**src/inc/adc_timing_pkg.sv**
```systemverilog
// Shared constants, register layout and carrier types for the sample timing block
package adc_timing_pkg;
    // Clock and timebase
    localparam int CLOCK_PERIOD_NS = 100;
    localparam int BASE_TICK_NS = 1000;
    localparam int BASE_CLOCKS = BASE_TICK_NS / CLOCK_PERIOD_NS;
    localparam int FRACTION_STEPS = 16;
    localparam int FRACTION_SHIFT = 4;
    // Register byte offsets
    localparam logic [7:0] OFS_TIMEBASE = 8'h24;
    localparam logic [7:0] OFS_RUN = 8'h28;
    localparam logic [7:0] OFS_PERIOD = 8'h2C;
    localparam logic [7:0] OFS_DEMOD_POS = 8'h38;
    localparam logic [7:0] OFS_DEMOD_NEG = 8'h3C;
    localparam logic [7:0] OFS_SAMPLE = 8'h44;
    localparam logic [7:0] OFS_MODES = 8'h48;
    localparam logic [7:0] OFS_DEMOD_CTRL = 8'h4C;
    localparam logic [7:0] OFS_PROGRESS = 8'h80;
    localparam logic [7:0] OFS_TALLY = 8'h84;
    // Field positions not carried by a struct
    localparam int RUN_BIT = 0;
    localparam int DEMOD_EN_BIT = 0;
    localparam int SUBS_LSB = 8;
    localparam int SECOND_MODE_LSB = 4;
    // Reset values
    localparam logic [31:0] SAMPLE_RESET = 32'h0000_0000;
    localparam logic [31:0] TIMEBASE_RESET = 32'h0000_0000;
    localparam logic [15:0] PERIOD_RESET = 16'h0000;
    localparam logic [31:0] WINDOW_RESET = 32'h0000_0000;
    localparam logic [7:0] TALLY_RESET = 8'h00;
    // Emitter mode codes
    localparam logic [3:0] EMIT_EVERY = 4'h2;
    localparam logic [3:0] EMIT_EVEN = 4'h3;
    localparam logic [3:0] EMIT_ODD = 4'h4;

    typedef struct packed {
        logic [3:0] inc_fract;
        logic [3:0] fract;
        logic [7:0] inc;
        logic [15:0] whole;
    } adc_timing_t;

    typedef struct packed {
        logic [7:0] subs;
        logic [7:0] measure;
        logic [15:0] cycle;
    } progress_t;

    typedef struct packed {
        logic [15:0] start;
        logic [15:0] stop;
    } window_t;

    typedef enum logic [1:0] {
        FACTOR_ZERO,
        FACTOR_PLUS,
        FACTOR_MINUS
    } demod_factor_t;

    typedef struct packed {
        logic adc_start;
        logic [1:0] emitter;
        demod_factor_t factor;
    } afe_drive_t;
endpackage : adc_timing_pkg

```
**src/hdl/adc_sample_timer.sv**
```systemverilog
// Sequencer timebase, converter sample point, live counters and demodulator gating
//
// Added by the designer: the Avalon-MM slave port.
`timescale 1ns/1ps

module adc_sample_timer #(
    parameter int DIV_WIDTH = 16
) (
    input wire logic i_clock,
    input wire logic i_rst_n,
    input wire logic [7:0] i_avs_address,
    input wire logic i_avs_read,
    input wire logic i_avs_write,
    input wire logic [31:0] i_avs_writedata,
    input wire logic [3:0] i_avs_byteenable,
    output logic [31:0] o_avs_readdata,
    output logic o_avs_waitrequest,
    output adc_timing_pkg::afe_drive_t o_drive,
    output logic o_running
);
    localparam int TICK_W = DIV_WIDTH + 5;

    logic pending;
    logic [31:0] timebase;
    logic [15:0] period;
    adc_timing_pkg::adc_timing_t sample_cfg;
    adc_timing_pkg::window_t win_pos;
    adc_timing_pkg::window_t win_neg;
    logic [31:0] modes;
    logic [31:0] demod_ctrl;
    logic running;
    logic [TICK_W-1:0] tick_clk;
    adc_timing_pkg::progress_t prog;
    logic [7:0] tally;
    logic [19:0] sample_now;
    logic fired;
    logic [31:0] next_readdata;

    logic wr_ok;
    logic [TICK_W-1:0] clocks_per_tick;
    logic tick_end;
    logic cycle_end;
    logic seq_done;
    logic converting;
    logic frac_reached;
    logic adc_pulse;
    logic start_req;
    logic stop_req;
    logic [7:0] subs_ratio;
    logic [3:0] mode_a;
    logic [3:0] mode_b;

    // Merge a bus write into an old word by byte lane
    function automatic logic [31:0] merge(input logic [31:0] old, input logic [31:0] nw,
                                          input logic [3:0] be);
        logic [31:0] r;
        r = old;
        for (int i = 0; i < 4; i++) begin
            if (be[i]) begin
                r[i*8 +: 8] = nw[i*8 +: 8];
            end
        end
        return r;
    endfunction : merge

    // One wait state per access: the readdata flop is loaded in the first cycle
    assign o_avs_waitrequest = (i_avs_read || i_avs_write) && !pending;
    assign wr_ok = i_avs_write && pending;
    assign start_req = wr_ok && i_avs_address == adc_timing_pkg::OFS_RUN
                       && i_avs_byteenable[0] && i_avs_writedata[adc_timing_pkg::RUN_BIT];
    assign stop_req = wr_ok && i_avs_address == adc_timing_pkg::OFS_RUN
                      && i_avs_byteenable[0] && !i_avs_writedata[adc_timing_pkg::RUN_BIT];

    always_ff @(posedge i_clock or negedge i_rst_n) begin
        if (!i_rst_n) begin
            pending <= 1'b0;
        end else begin
            pending <= (i_avs_read || i_avs_write) && !pending;
        end
    end

    // Read mux; unmapped offsets read zero
    always_comb begin
        next_readdata = 32'h0000_0000;
        case (i_avs_address)
            adc_timing_pkg::OFS_TIMEBASE: next_readdata = timebase;
            adc_timing_pkg::OFS_RUN: next_readdata = {31'h0000_0000, running};
            adc_timing_pkg::OFS_PERIOD: next_readdata = {16'h0000, period};
            adc_timing_pkg::OFS_DEMOD_POS: next_readdata = win_pos;
            adc_timing_pkg::OFS_DEMOD_NEG: next_readdata = win_neg;
            adc_timing_pkg::OFS_SAMPLE: next_readdata = sample_cfg;
            adc_timing_pkg::OFS_MODES: next_readdata = modes;
            adc_timing_pkg::OFS_DEMOD_CTRL: next_readdata = demod_ctrl;
            adc_timing_pkg::OFS_PROGRESS: next_readdata = prog;
            adc_timing_pkg::OFS_TALLY: next_readdata = {24'h00_0000, tally};
            default: next_readdata = 32'h0000_0000;
        endcase
    end

    always_ff @(posedge i_clock or negedge i_rst_n) begin
        if (!i_rst_n) begin
            o_avs_readdata <= 32'h0000_0000;
        end else if (i_avs_read && !pending) begin
            o_avs_readdata <= next_readdata;
        end
    end

    // Configuration registers; unmapped writes are dropped
    always_ff @(posedge i_clock or negedge i_rst_n) begin
        if (!i_rst_n) begin
            timebase <= adc_timing_pkg::TIMEBASE_RESET;
            period <= adc_timing_pkg::PERIOD_RESET;
            sample_cfg <= adc_timing_pkg::SAMPLE_RESET;
            win_pos <= adc_timing_pkg::WINDOW_RESET;
            win_neg <= adc_timing_pkg::WINDOW_RESET;
            modes <= 32'h0000_0000;
            demod_ctrl <= 32'h0000_0000;
        end else if (wr_ok) begin
            case (i_avs_address)
                adc_timing_pkg::OFS_TIMEBASE:
                    timebase <= merge(timebase, i_avs_writedata, i_avs_byteenable) & 32'h00FF_FFFF;
                adc_timing_pkg::OFS_PERIOD:
                    period <= 16'(merge({16'h0000, period}, i_avs_writedata, i_avs_byteenable));
                adc_timing_pkg::OFS_DEMOD_POS:
                    win_pos <= merge(win_pos, i_avs_writedata, i_avs_byteenable);
                adc_timing_pkg::OFS_DEMOD_NEG:
                    win_neg <= merge(win_neg, i_avs_writedata, i_avs_byteenable);
                adc_timing_pkg::OFS_SAMPLE:
                    sample_cfg <= merge(sample_cfg, i_avs_writedata, i_avs_byteenable);
                adc_timing_pkg::OFS_MODES:
                    modes <= merge(modes, i_avs_writedata, i_avs_byteenable) & 32'h0000_00FF;
                adc_timing_pkg::OFS_DEMOD_CTRL:
                    demod_ctrl <= merge(demod_ctrl, i_avs_writedata, i_avs_byteenable)
                                  & 32'h0000_FF01;
                default: ;
            endcase
        end
    end

    // Tick length in clocks follows the divider
    assign clocks_per_tick = TICK_W'((timebase[8 +: DIV_WIDTH] + 1)
                             * adc_timing_pkg::BASE_CLOCKS);
    assign tick_end = running && tick_clk >= clocks_per_tick - 1'b1;
    assign cycle_end = tick_end && (prog.cycle + 16'h0001 >= period);
    assign seq_done = cycle_end && timebase[7:0] != 8'h00
                      && prog.measure + 8'h01 >= timebase[7:0];
    assign subs_ratio = demod_ctrl[adc_timing_pkg::SUBS_LSB +: 8];
    assign converting = prog.subs == subs_ratio;

    // Run flag: start from idle, stop on request or after the last measurement
    always_ff @(posedge i_clock or negedge i_rst_n) begin
        if (!i_rst_n) begin
            running <= 1'b0;
        end else if (stop_req || seq_done) begin
            running <= 1'b0;
        end else if (start_req) begin
            running <= 1'b1;
        end
    end

    // Clock count inside the current tick
    always_ff @(posedge i_clock or negedge i_rst_n) begin
        if (!i_rst_n) begin
            tick_clk <= '0;
        end else if (!running || tick_end) begin
            tick_clk <= '0;
        end else begin
            tick_clk <= tick_clk + 1'b1;
        end
    end

    // Live counters, cleared at every start
    always_ff @(posedge i_clock or negedge i_rst_n) begin
        if (!i_rst_n) begin
            prog <= '0;
        end else if (!running) begin
            prog <= '0;
        end else if (cycle_end) begin
            prog.cycle <= 16'h0000;
            prog.subs <= converting ? 8'h00 : prog.subs + 8'h01;
            prog.measure <= prog.measure + 8'h01;
        end else if (tick_end) begin
            prog.cycle <= prog.cycle + 16'h0001;
        end
    end

    // Fraction point: position in tick scaled by 16 against fract times tick length.
    // At a 100 ns clock and a zero divider a sixteenth is finer than one clock, so the point rounds up.
    assign frac_reached = {tick_clk, 4'h0} >= {4'h0, clocks_per_tick} * sample_now[3:0];
    assign adc_pulse = running && converting && !fired && frac_reached
                       && prog.cycle == sample_now[19:4];

    // One conversion per cycle at most
    always_ff @(posedge i_clock or negedge i_rst_n) begin
        if (!i_rst_n) begin
            fired <= 1'b0;
        end else if (!running || cycle_end) begin
            fired <= 1'b0;
        end else if (adc_pulse) begin
            fired <= 1'b1;
        end
    end

    // Working sample time: tracks the programmed value only while stopped
    always_ff @(posedge i_clock or negedge i_rst_n) begin
        if (!i_rst_n) begin
            sample_now <= 20'h0_0000;
        end else if (!running) begin
            sample_now <= {sample_cfg.whole, sample_cfg.fract};
        end else if (adc_pulse) begin
            sample_now <= sample_now + {4'h0, sample_cfg.inc, sample_cfg.inc_fract};
        end
    end

    // Conversion tally wraps at eight bits
    always_ff @(posedge i_clock or negedge i_rst_n) begin
        if (!i_rst_n) begin
            tally <= adc_timing_pkg::TALLY_RESET;
        end else if (adc_pulse) begin
            tally <= tally + 8'h01;
        end
    end

    // Emitter selection per measurement; unknown mode codes keep an emitter dark
    assign mode_a = modes[3:0];
    assign mode_b = modes[adc_timing_pkg::SECOND_MODE_LSB +: 4];

    always_ff @(posedge i_clock or negedge i_rst_n) begin
        if (!i_rst_n) begin
            o_drive <= '0;
        end else begin
            o_drive.adc_start <= adc_pulse;
            o_drive.emitter[0] <= running && (mode_a == adc_timing_pkg::EMIT_EVERY
                || (mode_a == adc_timing_pkg::EMIT_EVEN && !prog.measure[0])
                || (mode_a == adc_timing_pkg::EMIT_ODD && prog.measure[0]));
            o_drive.emitter[1] <= running && (mode_b == adc_timing_pkg::EMIT_EVERY
                || (mode_b == adc_timing_pkg::EMIT_EVEN && !prog.measure[0])
                || (mode_b == adc_timing_pkg::EMIT_ODD && prog.measure[0]));
            // Demodulator timing comes from the cycle count, so it idles when stopped
            if (!running || !demod_ctrl[adc_timing_pkg::DEMOD_EN_BIT]) begin
                o_drive.factor <= adc_timing_pkg::FACTOR_ZERO;
            end else if (prog.cycle >= win_pos.start && prog.cycle < win_pos.stop) begin
                o_drive.factor <= adc_timing_pkg::FACTOR_PLUS;
            end else if (prog.cycle >= win_neg.start && prog.cycle < win_neg.stop) begin
                o_drive.factor <= adc_timing_pkg::FACTOR_MINUS;
            end else begin
                o_drive.factor <= adc_timing_pkg::FACTOR_ZERO;
            end
        end
    end

    assign o_running = running;
endmodule : adc_sample_timer

```
**config.mk**
```make
export PLATFORM = sky130hd
export DESIGN_NAME = adc_sample_timer
export DESIGN_NICKNAME = d
export VERILOG_FILES = /design/src/inc/adc_timing_pkg.sv /design/src/hdl/adc_sample_timer.sv
export SDC_FILE = /design/constraint.sdc
export NUM_CORES = 1
export LEC_CHECK = 0
export BUFFER_PORTS_ARGS = -buffer_cell sky130_fd_sc_hd__buf_2
export CAP_MARGIN = 5
export CORE_MARGIN = 10
export CORE_UTILIZATION = 63
export CTS_CLUSTER_DIAMETER = 80
export CTS_CLUSTER_SIZE = 16
export DETAILED_ROUTE_END_ITERATION = 16
export GPL_TIMING_DRIVEN = 0
export PLACE_DENSITY_LB_ADDON = 0.25
export SYNTH_ARGS = -nofsm -noshare
export SYNTH_HDL_FRONTEND = slang
export SYNTH_SLANG_ARGS = --single-unit
```
**constraint.sdc**
```tcl
create_clock -name i_clock -period 8 [get_ports i_clock]
set_input_delay 0.4 -clock i_clock [delete_from_list [all_inputs] [get_ports i_clock]]
set_output_delay 0.4 -clock i_clock [all_outputs]
set_load 0.005 [all_outputs]
```
==> impl_metrics.csv, run 1 <==
group,metric,value,unit
logic_synthesis,async_flop_share,1.00,
die,start_util,0.643,
finish,layout.nets,2447,
cts,htreeDepth,1,
logic_synthesis,synth-edff-count,0,
sta,post-route-period-util,0.973,
cts,cts_tree,"done",
power_and_ir_drop,clkPwrFrac,0.263,
logic_synthesis,synth_top_flop_cell,"dfrtp_1",
sta,clock.fmax,129,MHz
sta,slew_viol_final,0,
outcome,status,"finished clean",
power_and_ir_drop,combPwrFrac,0.310,
finish,final_core_util,0.712,
worst_setup_path,endpoint,"sample_now[18]$_DFFE_PN0P_",
global_route,grt_max_degree,123,
worst_setup_path,crit_top_cell,"ha_1",
power_and_ir_drop,seqPwrFrac,0.427,
drt,drt_iter0_drc,1808,
sta,fin_ws,218,ps
logic_synthesis,yosys.area.top_type_share,0.346,
drt,wl_met1,24600,um
sta,fin_worst_skew,15.4,ps
power_and_ir_drop,p_int,2430,uW
worst_setup_path,critPathMaxStageDelay,530,ps
worst_setup_path,cp-startpoint,"timebase[12]$_DFFE_PN0P_",
cts,clk_pin_slew,80,ps
worst_setup_path,rrSetupSlack,220,ps
cts,cts_num_sinks,274,
logic_synthesis,syn_area,19800,um^2
die,die_width,197,um
power_and_ir_drop,power.density,175,nW/um^2
sta,hold_viol,0,
worst_setup_path,critical_path_class,"reg -> reg",
worst_setup_path,critPathSlowestCell,"fa_1",
logic_synthesis,synthCells,2019,
power_and_ir_drop,switching_share,0.365,
die,ios,87,
worst_setup_path,r2r-end,"sample_now[18]$_DFFE_PN0P_",
worst_setup_path,required,8390,ps
logic_synthesis,post-synth-top-count-cell,"dfrtp_1",
logic_synthesis,syn_area_per_cell,9.82,um^2
cts,numCtsBuffers,21,
global_route,track_usage,0.311,
drt,detail_route.wirelength,61700,um
drt,vias,16600,
finish,antennaDiodeCount,0,
placed_design,dpl_cell_area,20800,um^2
cts,cts_buffer_depth,3,
finish,register_area,6870,um^2
worst_setup_path,end_kind,"flop",
finish,multi_input_area,12400,um^2
drt,viasPerCell,6.51,
global_route,grt_pass1_vias,16600,
power_and_ir_drop,peakVddDrop,0.176,mV
die,dieArea,39000,um^2
logic_synthesis,ys_types,79,
worst_setup_path,cp.depth,35,
drt,dr.pass1.iters,6,
worst_setup_path,cp.arrival,8170,ps
worst_setup_path,startpoint_type,"flop",
logic_synthesis,yosysWarnings,0,
die,die_y,197,um
drt,top_layer,"met4",
worst_setup_path,r2r_cells,35,
logic_synthesis,yosysSeqAreaShare,0.346,
sta,finalSetupViolations,0,
logic_synthesis,yosysTopAreaCell,"dfrtp_1",
global_route,grt_pass1_wl,94600,um
logic_synthesis,ys_ff_latch,274,
die,coreArea,30800,um^2
placed_design,globalplace.congestion,0.992,
finish,fin_area,21900,um^2
finish,syn_to_final_growth,10.6,%
cts,cts_root_buf,"clkbuf_16",
drt,ant_nets,0,
drt,wl_met2,28600,um
flow_run,maxCapViolations,0,
logic_synthesis,synth_commonest_cells,"274 x dfrtp_1, 204 x ha_1, 173 x inv_1",
worst_setup_path,worstReg2RegStart,"timebase[12]$_DFFE_PN0P_",
global_route,gr-total-overflow,0,
worst_setup_path,critical-path-top-delay-family,"compound AO/OA/AOI/OAI gates",
worst_setup_path,crit_buf_inv,3,
placed_design,place_ws,-897,ps
drt,wire_per_inst,24.2,um
logic_synthesis,synthTopCellsByArea,"dfrtp_1 35%, ha_1 13%, mux2_2 8.7%, fa_1 3.8%, xnor2_1 3.4%",
worst_setup_path,critPathMaxFanout,10,
placed_design,numPortBuffers,86,
hold_path,hold_class,"in -> reg",
power_and_ir_drop,netSwitchingPower,1400,uW
sta,min_period,7780,ps
logic_synthesis,syn_nets,2309,
placed_design,place_inst,2503,
power_and_ir_drop,p_leak,0.0110,uW
sta,max_slew_margin,0.0301,
drt,drc_errors,0,
drt,wl_met3,4870,um
sta,tightest_slew,1450,ps
cts,clkLatencyLatePin,530,ps
finish,final_cells,2554,
finish,drive_gt1_frac,0.178,
global_route,antenna_found_initial,0,
placed_design,hpwlAfterDp,46300,um
finish,num-fill-cells,2337,
die,num_rows,64,
layer usage:
metal / GRT usage / vias to the layer above
li1: - / 7453
met1: 0.394 / 8173
met2: 0.510 / 795
met3: 0.0445 / 205
met4: 0.164 / 0
met5: 0 / -
cell families (layout without fill, tap and decap cells):
kind of cell / Yosys count / count (layout) / synth area share
and+or+nand+nor: 522 / 522 / 0.132
AOI/OAI and AO/OA: 430 / 430 / 0.150
DFF: 274 / 274 / 0.346
adders and majority gates: 242 / 242 / 0.167
buffers and inverters: 236 / 375 / 0.0454
muxes: 164 / 164 / 0.0925
xor gates and xnor gates: 151 / 151 / 0.0671
worst min path at each step:
| stage | from | cells past startpoint | slack, ps | to |
|---|---|---|---|---|
| finish | i_avs_writedata[25] | 2 | 140 | sample_cfg[25]$_DFFE_PN0P_ |
| global route | i_avs_writedata[25] | 2 | 150 | win_pos[25]$_DFFE_PN0P_ |
| CTS | i_avs_writedata[28] | 2 | 140 | win_pos[28]$_DFFE_PN0P_ |
| detailed placement | i_rst_n | 1 | 410 | win_pos[18]$_DFFE_PN0P_ |
| global placement | o_avs_readdata[21]$_DFFE_PN0P_ | 1 | 450 | o_avs_readdata[21]$_DFFE_PN0P_ |
| floorplan | i_rst_n | 0 | 100 | demod_ctrl[0]$_DFFE_PN0P_ |
power groups by stage:
stage	sequential [uW]	clock [uW]	combinational [uW]
3_5_place_dp	1650	0	1140
2_1_floorplan	1600	0	782
5_1_grt	1640	1060	1310
4_1_cts	1620	1010	1160
3_3_place_gp	1650	0	1110
6_report	1630	1010	1190
layout make-up:
cell class              count  share of cell area
flip-flops and latches    274               0.313
multi-input cells        1509               0.565
well taps                 396              0.0226
inverters                 173              0.0296
plain buffers              63              0.0118
clock buffers              22              0.0246
repair buffers            115              0.0319
clock inverters             2             0.00177
sequential cells by signal, indices dropped and copies added, names as in the netlist:
signal          count
demod_ctrl          9
fired               1
modes               8
o_avs_readdata     32
o_drive             5
o_running           1
pending             1
period             16
prog               32
sample_cfg         32
sample_now         20
tally               8
tick_clk           21
timebase           24
win_neg            32
win_pos            32
layout by cell type, fill, tap and decap left out, drive strengths merged, types with 7 or more instances in the layout:
cell type,synthesis,routed
nor2,133,133
o21ai,56,56
or3,15,15
a22o,18,18
a31oi,23,23
a21o,81,81
a211oi,10,10
o21a,9,9
a21oi,104,104
ha,204,204
xor2,74,74
inv,173,174
a222oi,15,15
nand4,25,25
or2,8,8
nor3,26,26
dfrtp,274,274
nand2b,15,15
nor4,10,10
clkbuf,56,77
mux2,155,155
fa,38,38
buf,7,122
xnor2,77,77
o22ai,8,8
nor2b,14,14
nand3,40,40
mux2i,9,9
a221oi,18,18
a22oi,47,47
o211ai,8,8
nand2,132,132
o21bai,7,7
and2,46,46
and3,28,28
nand3b,9,9
per-stage QoR:
| step | TNS, ps | hold slack (ps) | total power (uW) |
|---|---|---|---|
| after floorplan | 0 | 104 | 2380 |
| after global placement | -22360 | 455 | 2760 |
| after detailed placement | -24320 | 415 | 2790 |
| after CTS | 0 | 138 | 3790 |
| after global routing | -959 | 146 | 4020 |
| final | 0 | 143 | 3830 |
repair_timing:
action / 4_1_cts / 5_1_grt
setup buffers: 5 / 21
hold buffers: 1 / 0
gates resized for setup: 23 / 51
setup endpoints to repair: 30 / 30
pin swaps: 2 / 18
hold endpoints to repair: 74 / 0
Power figures use the tool's default switching activity.
==> inputs of run 2 (changes only) <==
==> constraint.sdc (replaced) <==
create_clock -name i_clock -period 7.3 [get_ports i_clock]
set_input_delay 0.365 -clock i_clock [delete_from_list [all_inputs] [get_ports i_clock]]
set_output_delay 0.365 -clock i_clock [all_outputs]
set_load 0.005 [all_outputs]
==> impl_metrics.csv, run 2 (same netlist as run 1, synthesis figures left out) <==
group,metric,value,unit
outcome,status,"complete, but fails checks",
outcome,violations,"negative setup slack",
worst_setup_path,worstReg2RegStart,"timebase[9]$_DFFE_PN0P_",
worst_setup_path,r2r-end,"sample_now[16]$_DFFE_PN0P_",
sta,slew_viol_final,0,
finish,syn_to_final_growth,15.3,%
global_route,track_usage,0.322,
drt,vias,17300,
die,ios,87,
drt,detail_route.wirelength,64900,um
global_route,grt_pass1_wl,98000,um
worst_setup_path,critPathSlowestCell,"fa_1",
cts,htreeDepth,1,
power_and_ir_drop,power.density,188,nW/um^2
flow_run,maxCapViolations,0,
worst_setup_path,crit_top_cell,"ha_4",
die,coreArea,30800,um^2
cts,cts_tree,"done",
worst_setup_path,startpoint_type,"flop",
placed_design,globalplace.congestion,0.973,
sta,tightest_slew,1360,ps
hold_path,hold_class,"in -> reg",
worst_setup_path,critPathMaxStageDelay,550,ps
drt,ant_nets,0,
drt,wl_met3,5900,um
power_and_ir_drop,p_total,4300,uW
cts,numCtsBuffers,21,
worst_setup_path,cp-startpoint,"timebase[9]$_DFFE_PN0P_",
sta,finalSetupTns,-9760,ps
sta,min_period,7730,ps
worst_setup_path,end_kind,"flop",
sta,post-route-period-util,1.06,
finish,layout_common_cells,"265 x dfrtp_1, 178 x ha_1, 164 x inv_1",
hold_path,whs_endpoint,"pending$_DFF_PN0_",
drt,wire_per_inst,25.0,um
global_route,grt_pass1_vias,17200,
sta,fin_ws,-427,ps
finish,layout.nets,2483,
die,start_util,0.643,
hold_path,hold_path_depth,3,
drt,dr.pass1.iters,8,
die,num_rows,64,
placed_design,numPortBuffers,86,
power_and_ir_drop,p_leak,0.0112,uW
worst_setup_path,r2r_cells,32,
worst_setup_path,required,7710,ps
worst_setup_path,critical_path_class,"reg -> reg",
power_and_ir_drop,peakVddDrop,0.210,mV
finish,antennaDiodeCount,0,
global_route,grt_max_degree,109,
finish,layout_commonest_cell,"dfrtp_1",
placed_design,hpwlAfterDp,46000,um
drt,drt_iter0_drc,2147,
die,dieArea,39000,um^2
cts,cts_root_buf,"clkbuf_16",
cts,cts_num_sinks,274,
worst_setup_path,critPathMaxFanout,8,
cts,cts_buffer_depth,3,
global_route,antenna_found_initial,2,
finish,drive_gt1_frac,0.228,
finish,final_core_util,0.742,
sta,hold_viol,0,
global_route,gr-total-overflow,0,
sta,finalSetupViolations,30,
cts,clkLatencyLatePin,550,ps
sta,clock.fmax,129,MHz
drt,wl_met1,24500,um
sta,grt_setup_unrepaired,"yes",
drt,drc_errors,0,
hold_path,worstHoldStart,"i_avs_read",
worst_setup_path,cp.arrival,8140,ps
drt,wl_met2,30100,um
sta,fin_worst_skew,22.5,ps
worst_setup_path,rrSetupSlack,-430,ps
drt,viasPerCell,6.68,
sta,max_slew_margin,0.0895,
cts,clk_pin_slew,80,ps
drt,top_layer,"met4",
die,die_width,197,um
die,die_y,197,um
run 2: changes by cell type in the layout (fill, tap and decap cells not counted), moves of 8 or more:
cell     change
inv_1        -9
inv_2        +9
buf_4       +30
a21oi_2      +8
ha_4        +22
a21oi_1     -10
ha_1        -19
run 2: worst max-delay path, delay by kind of cell (launching register included):
kind / cells / cell delay (ps)
flops: 1 / 480
fa+ha+maj: 7 / 2250
compound gates: 13 / 2880
buf+inv: 4 / 450
simple gates: 5 / 820
xor+xnor: 3 / 680
run 2: power by group:
group	internal, uW	total [uW]	switching [uW]
combinational	517	1380	862
clock	564	1130	569
sequential	1620	1790	167
run 2: timing repair:
item | in CTS | in global routing
endpoints found under the setup margin | 66 | 49
cloned | 1 | 0
hold endpoints to repair | 80 | 0
pin swaps | 56 | 77
hold buffers | 1 | 0
gates resized for setup | 114 | 69
setup buffers | 51 | 11
run 2: through the flow:
step,area (um^2),hold slack (ps),cells,setup slack [ps]
after global placement,20800,455,2501,-1480
after global routing,22900,90.1,2592,-597
after detailed placement,20800,404,2503,-1490
after floorplan,19800,69.4,2019,26.8
final,22900,66.7,2592,-427
after CTS,22500,74.7,2582,-5.86
run 2: cell type report:
type / instances / area [um^2]
buffer: 62 / 269
fill: 2125 / 7960
clock buffer: 23 / 543
clock inverter: 3 / 47.5
inverter: 173 / 649
timing repair buffer: 152 / 1010
multi-input combinational: 1509 / 13000
sequential: 274 / 6870
tap: 396 / 495
run 2: worst max-delay path by stage:
stage | endpoint
floorplan | sample_now[16]$_DFFE_PN0P_
global placement | sample_now[5]$_DFFE_PN0P_
detailed placement | sample_now[5]$_DFFE_PN0P_
CTS | sample_now[16]$_DFFE_PN0P_
global route | sample_now[16]$_DFFE_PN0P_
finish | sample_now[16]$_DFFE_PN0P_
run 2: per-layer routing:
metal / GRT usage / vias to the layer above
li1: - / 7522
met1: 0.400 / 8511
met2: 0.524 / 1010
met3: 0.0547 / 262
met4: 0.183 / 0
met5: 0 / -
==> inputs of run 3 (changes only) <==
--- a/config.mk
+++ b/config.mk
@@ -5,10 +5,11 @@
 export SDC_FILE = /design/constraint.sdc
 export NUM_CORES = 1
 export LEC_CHECK = 0
+export ABC_AREA = 1
 export BUFFER_PORTS_ARGS = -buffer_cell sky130_fd_sc_hd__buf_2
 export CAP_MARGIN = 5
 export CORE_MARGIN = 10
-export CORE_UTILIZATION = 63
+export CORE_UTILIZATION = 64
 export CTS_CLUSTER_DIAMETER = 80
 export CTS_CLUSTER_SIZE = 16
 export DETAILED_ROUTE_END_ITERATION = 16
==> impl_metrics.csv, run 3 <==
group,metric,value,unit
drt,drt_iter0_drc,2802,
cts,cts_tree,"done",
global_route,gr-total-overflow,0,
logic_synthesis,syn_nets,3198,
outcome,violations,"negative setup slack",
drt,viasPerCell,6.35,
power_and_ir_drop,p_total,5000,uW
logic_synthesis,synth-edff-count,0,
logic_synthesis,async_flop_share,1.00,
outcome,status,"complete, but fails checks",
worst_setup_path,cp.arrival,7900,ps
global_route,antenna_found_initial,4,
logic_synthesis,yosys.area.top_type_share,0.322,
drt,vias,22500,
cts,cts_num_sinks,274,
drt,ant_nets,0,
worst_setup_path,r2r_cells,41,
sta,clock.fmax,135,MHz
finish,syn_to_final_growth,16.6,%
cts,clkLatencyLatePin,570,ps
cts,htreeDepth,1,
logic_synthesis,post-synth-top-count-cell,"nand2_1",
placed_design,hpwlAfterDp,60300,um
global_route,grt_max_degree,112,
power_and_ir_drop,p_leak,0.0123,uW
logic_synthesis,synth_top_flop_cell,"dfrtp_1",
drt,dr.pass1.iters,7,
logic_synthesis,ys_ff_latch,274,
hold_path,hold_path_depth,3,
finish,final_cells,3538,
logic_synthesis,synthCells,2908,
finish,num-fill-cells,2395,
worst_setup_path,startpoint_type,"flop",
sta,hold_viol,0,
global_route,track_usage,0.365,
worst_setup_path,critPathMaxFanout,5,
finish,layout.nets,3381,
logic_synthesis,yosysTopAreaCell,"dfrtp_1",
sta,max_slew_margin,0.192,
finish,layout_common_cells,"663 x nand2_1, 382 x inv_1, 289 x o21ai_0",
worst_setup_path,critPathSlowestCell,"fa_1",
logic_synthesis,synthTopCellsByArea,"dfrtp_1 32%, nand2_1 13%, ha_1 12%, inv_1 7.2%, o21ai_0 7.0%",
power_and_ir_drop,peakVddDrop,0.194,mV
sta,finalSetupViolations,19,
sta,tightest_slew,1210,ps
die,ios,87,
drt,wire_per_inst,23.3,um
worst_setup_path,required,7770,ps
sta,min_period,7430,ps
sta,grt_setup_unrepaired,"yes",
flow_run,maxCapViolations,0,
global_route,grt_pass1_vias,20900,
cts,clk_pin_slew,80,ps
logic_synthesis,syn_area,21300,um^2
logic_synthesis,syn_area_per_cell,7.32,um^2
die,coreArea,32700,um^2
worst_setup_path,end_kind,"flop",
sta,finalSetupTns,-1900,ps
placed_design,place_ws,-1020,ps
worst_setup_path,critPathMaxStageDelay,620,ps
hold_path,hold_class,"in -> reg",
placed_design,globalplace.congestion,1.05,
drt,drc_errors,0,
logic_synthesis,synth_commonest_cells,"730 x nand2_1, 406 x inv_1, 297 x o21ai_0",
cts,cts_buffer_depth,3,
logic_synthesis,ys_types,59,
die,die_width,202,um
sta,fin_ws,-134,ps
die,start_util,0.651,
die,num_rows,66,
drt,detail_route.wirelength,82400,um
finish,layout_commonest_cell,"nand2_1",
sta,slew_viol_final,0,
finish,drive_gt1_frac,0.166,
placed_design,place_inst,3438,
logic_synthesis,yosysWarnings,0,
logic_synthesis,yosysSeqAreaShare,0.322,
worst_setup_path,crit_top_cell,"nand2_2",
sta,fin_worst_skew,40.7,ps
global_route,grt_pass1_wl,117000,um
placed_design,numPortBuffers,86,
die,dieArea,40900,um^2
power_and_ir_drop,power.density,202,nW/um^2
sta,post-route-period-util,1.02,
cts,numCtsBuffers,22,
die,die_y,202,um
worst_setup_path,critical_path_class,"reg -> reg",
cts,cts_root_buf,"clkbuf_16",
[run 3: cell count changes after synthesis, sizes merged, moves of 43 or more]
cell,change
mux2,-155
nand2,+615
inv,+253
nor2,+80
a22oi,-47
nand3,+139
o21ai,+253
a21oi,+50
and2,-43
xnor2,-60
a21o,-73
[run 3: metrics by stage]
stage	hold WS (ps)	instance area [um^2]	util
global placement	449	22300	0.681
finish	69.5	24800	0.759
global route	93.6	24800	0.758
floorplan	69.4	21300	-
detailed placement	404	22300	0.683
CTS	76.5	23300	0.714
[run 3: power by group]
group	internal [uW]	switching [uW]	total, uW
clock network	552	602	1150
registers	1610	158	1770
logic	698	1380	2080
total	2860	2140	5000
[run 3: metal layers]
metal  track usage  vias to the layer above  wire (um)
li1              -                     9860          -
met5             0                        -         24
met3        0.0793                      461       9950
met1         0.450                    10600      29600
met4         0.200                        4       5880
met2         0.585                     1604      36900
[run 3: critical path: cells and delay by family, from the launching register on]
kind	cells	cell delay, ps
DFF	1	480
and+or+nand+nor	20	2720
AOI/OAI and AO/OA	1	170
adders and majority gates	7	2510
xor gates and xnor gates	3	520
buffers and inverters	10	930
[run 3: cell type report]
class	instances	area, um^2	share of cell area
repair buffers	161	1110	0.0448
flip-flops and latches	274	6870	0.277
multi-input cells	2135	13700	0.553
well taps	442	553	0.0223
clock buffers	24	558	0.0225
clock inverters	4	52.6	0.00212
diodes	1	2.50	0.000101
plain buffers	69	338	0.0136
inverters	428	1620	0.0653
[run 3: path summary, 6_finish.rpt]
check / from / to / slack, ps
setup / recovery: timebase[9]$_DFFE_PN0P_ / tally[0]$_DFFE_PN0P_ / -130
hold / removal: i_avs_read / pending$_DFF_PN0_ / 70
setup reg to reg: timebase[9]$_DFFE_PN0P_ / tally[0]$_DFFE_PN0P_ / -130
hold reg to reg: pending$_DFF_PN0_ / pending$_DFF_PN0_ / 470
max in group asynchronous: i_rst_n / timebase[11]$_DFFE_PN0P_ / 5860
min in group asynchronous: i_rst_n / win_neg[6]$_DFFE_PN0P_ / 380
[run 3: what timing repair did]
item	CTS	global route
setup endpoints to repair	30	30
hold buffers	1	0
endpoints found under the hold margin	81	0
pin swaps	18	115
setup buffers	11	60
resized for setup	69	239
gates cloned	0	1
[run 3: cell families (layout without fill, tap and decap cells)]
| group | Yosys count | count (layout) | synth area share |
|---|---|---|---|
| buffers and inverters | 499 | 686 | 0.0906 |
| AOI/OAI and AO/OA | 553 | 553 | 0.140 |
| other | 0 | 1 | 0 |
| DFF | 274 | 274 | 0.322 |
| adders and majority gates | 242 | 242 | 0.156 |
| and+or+nand+nor | 1254 | 1254 | 0.256 |
| xor gates and xnor gates | 86 | 86 | 0.0358 |
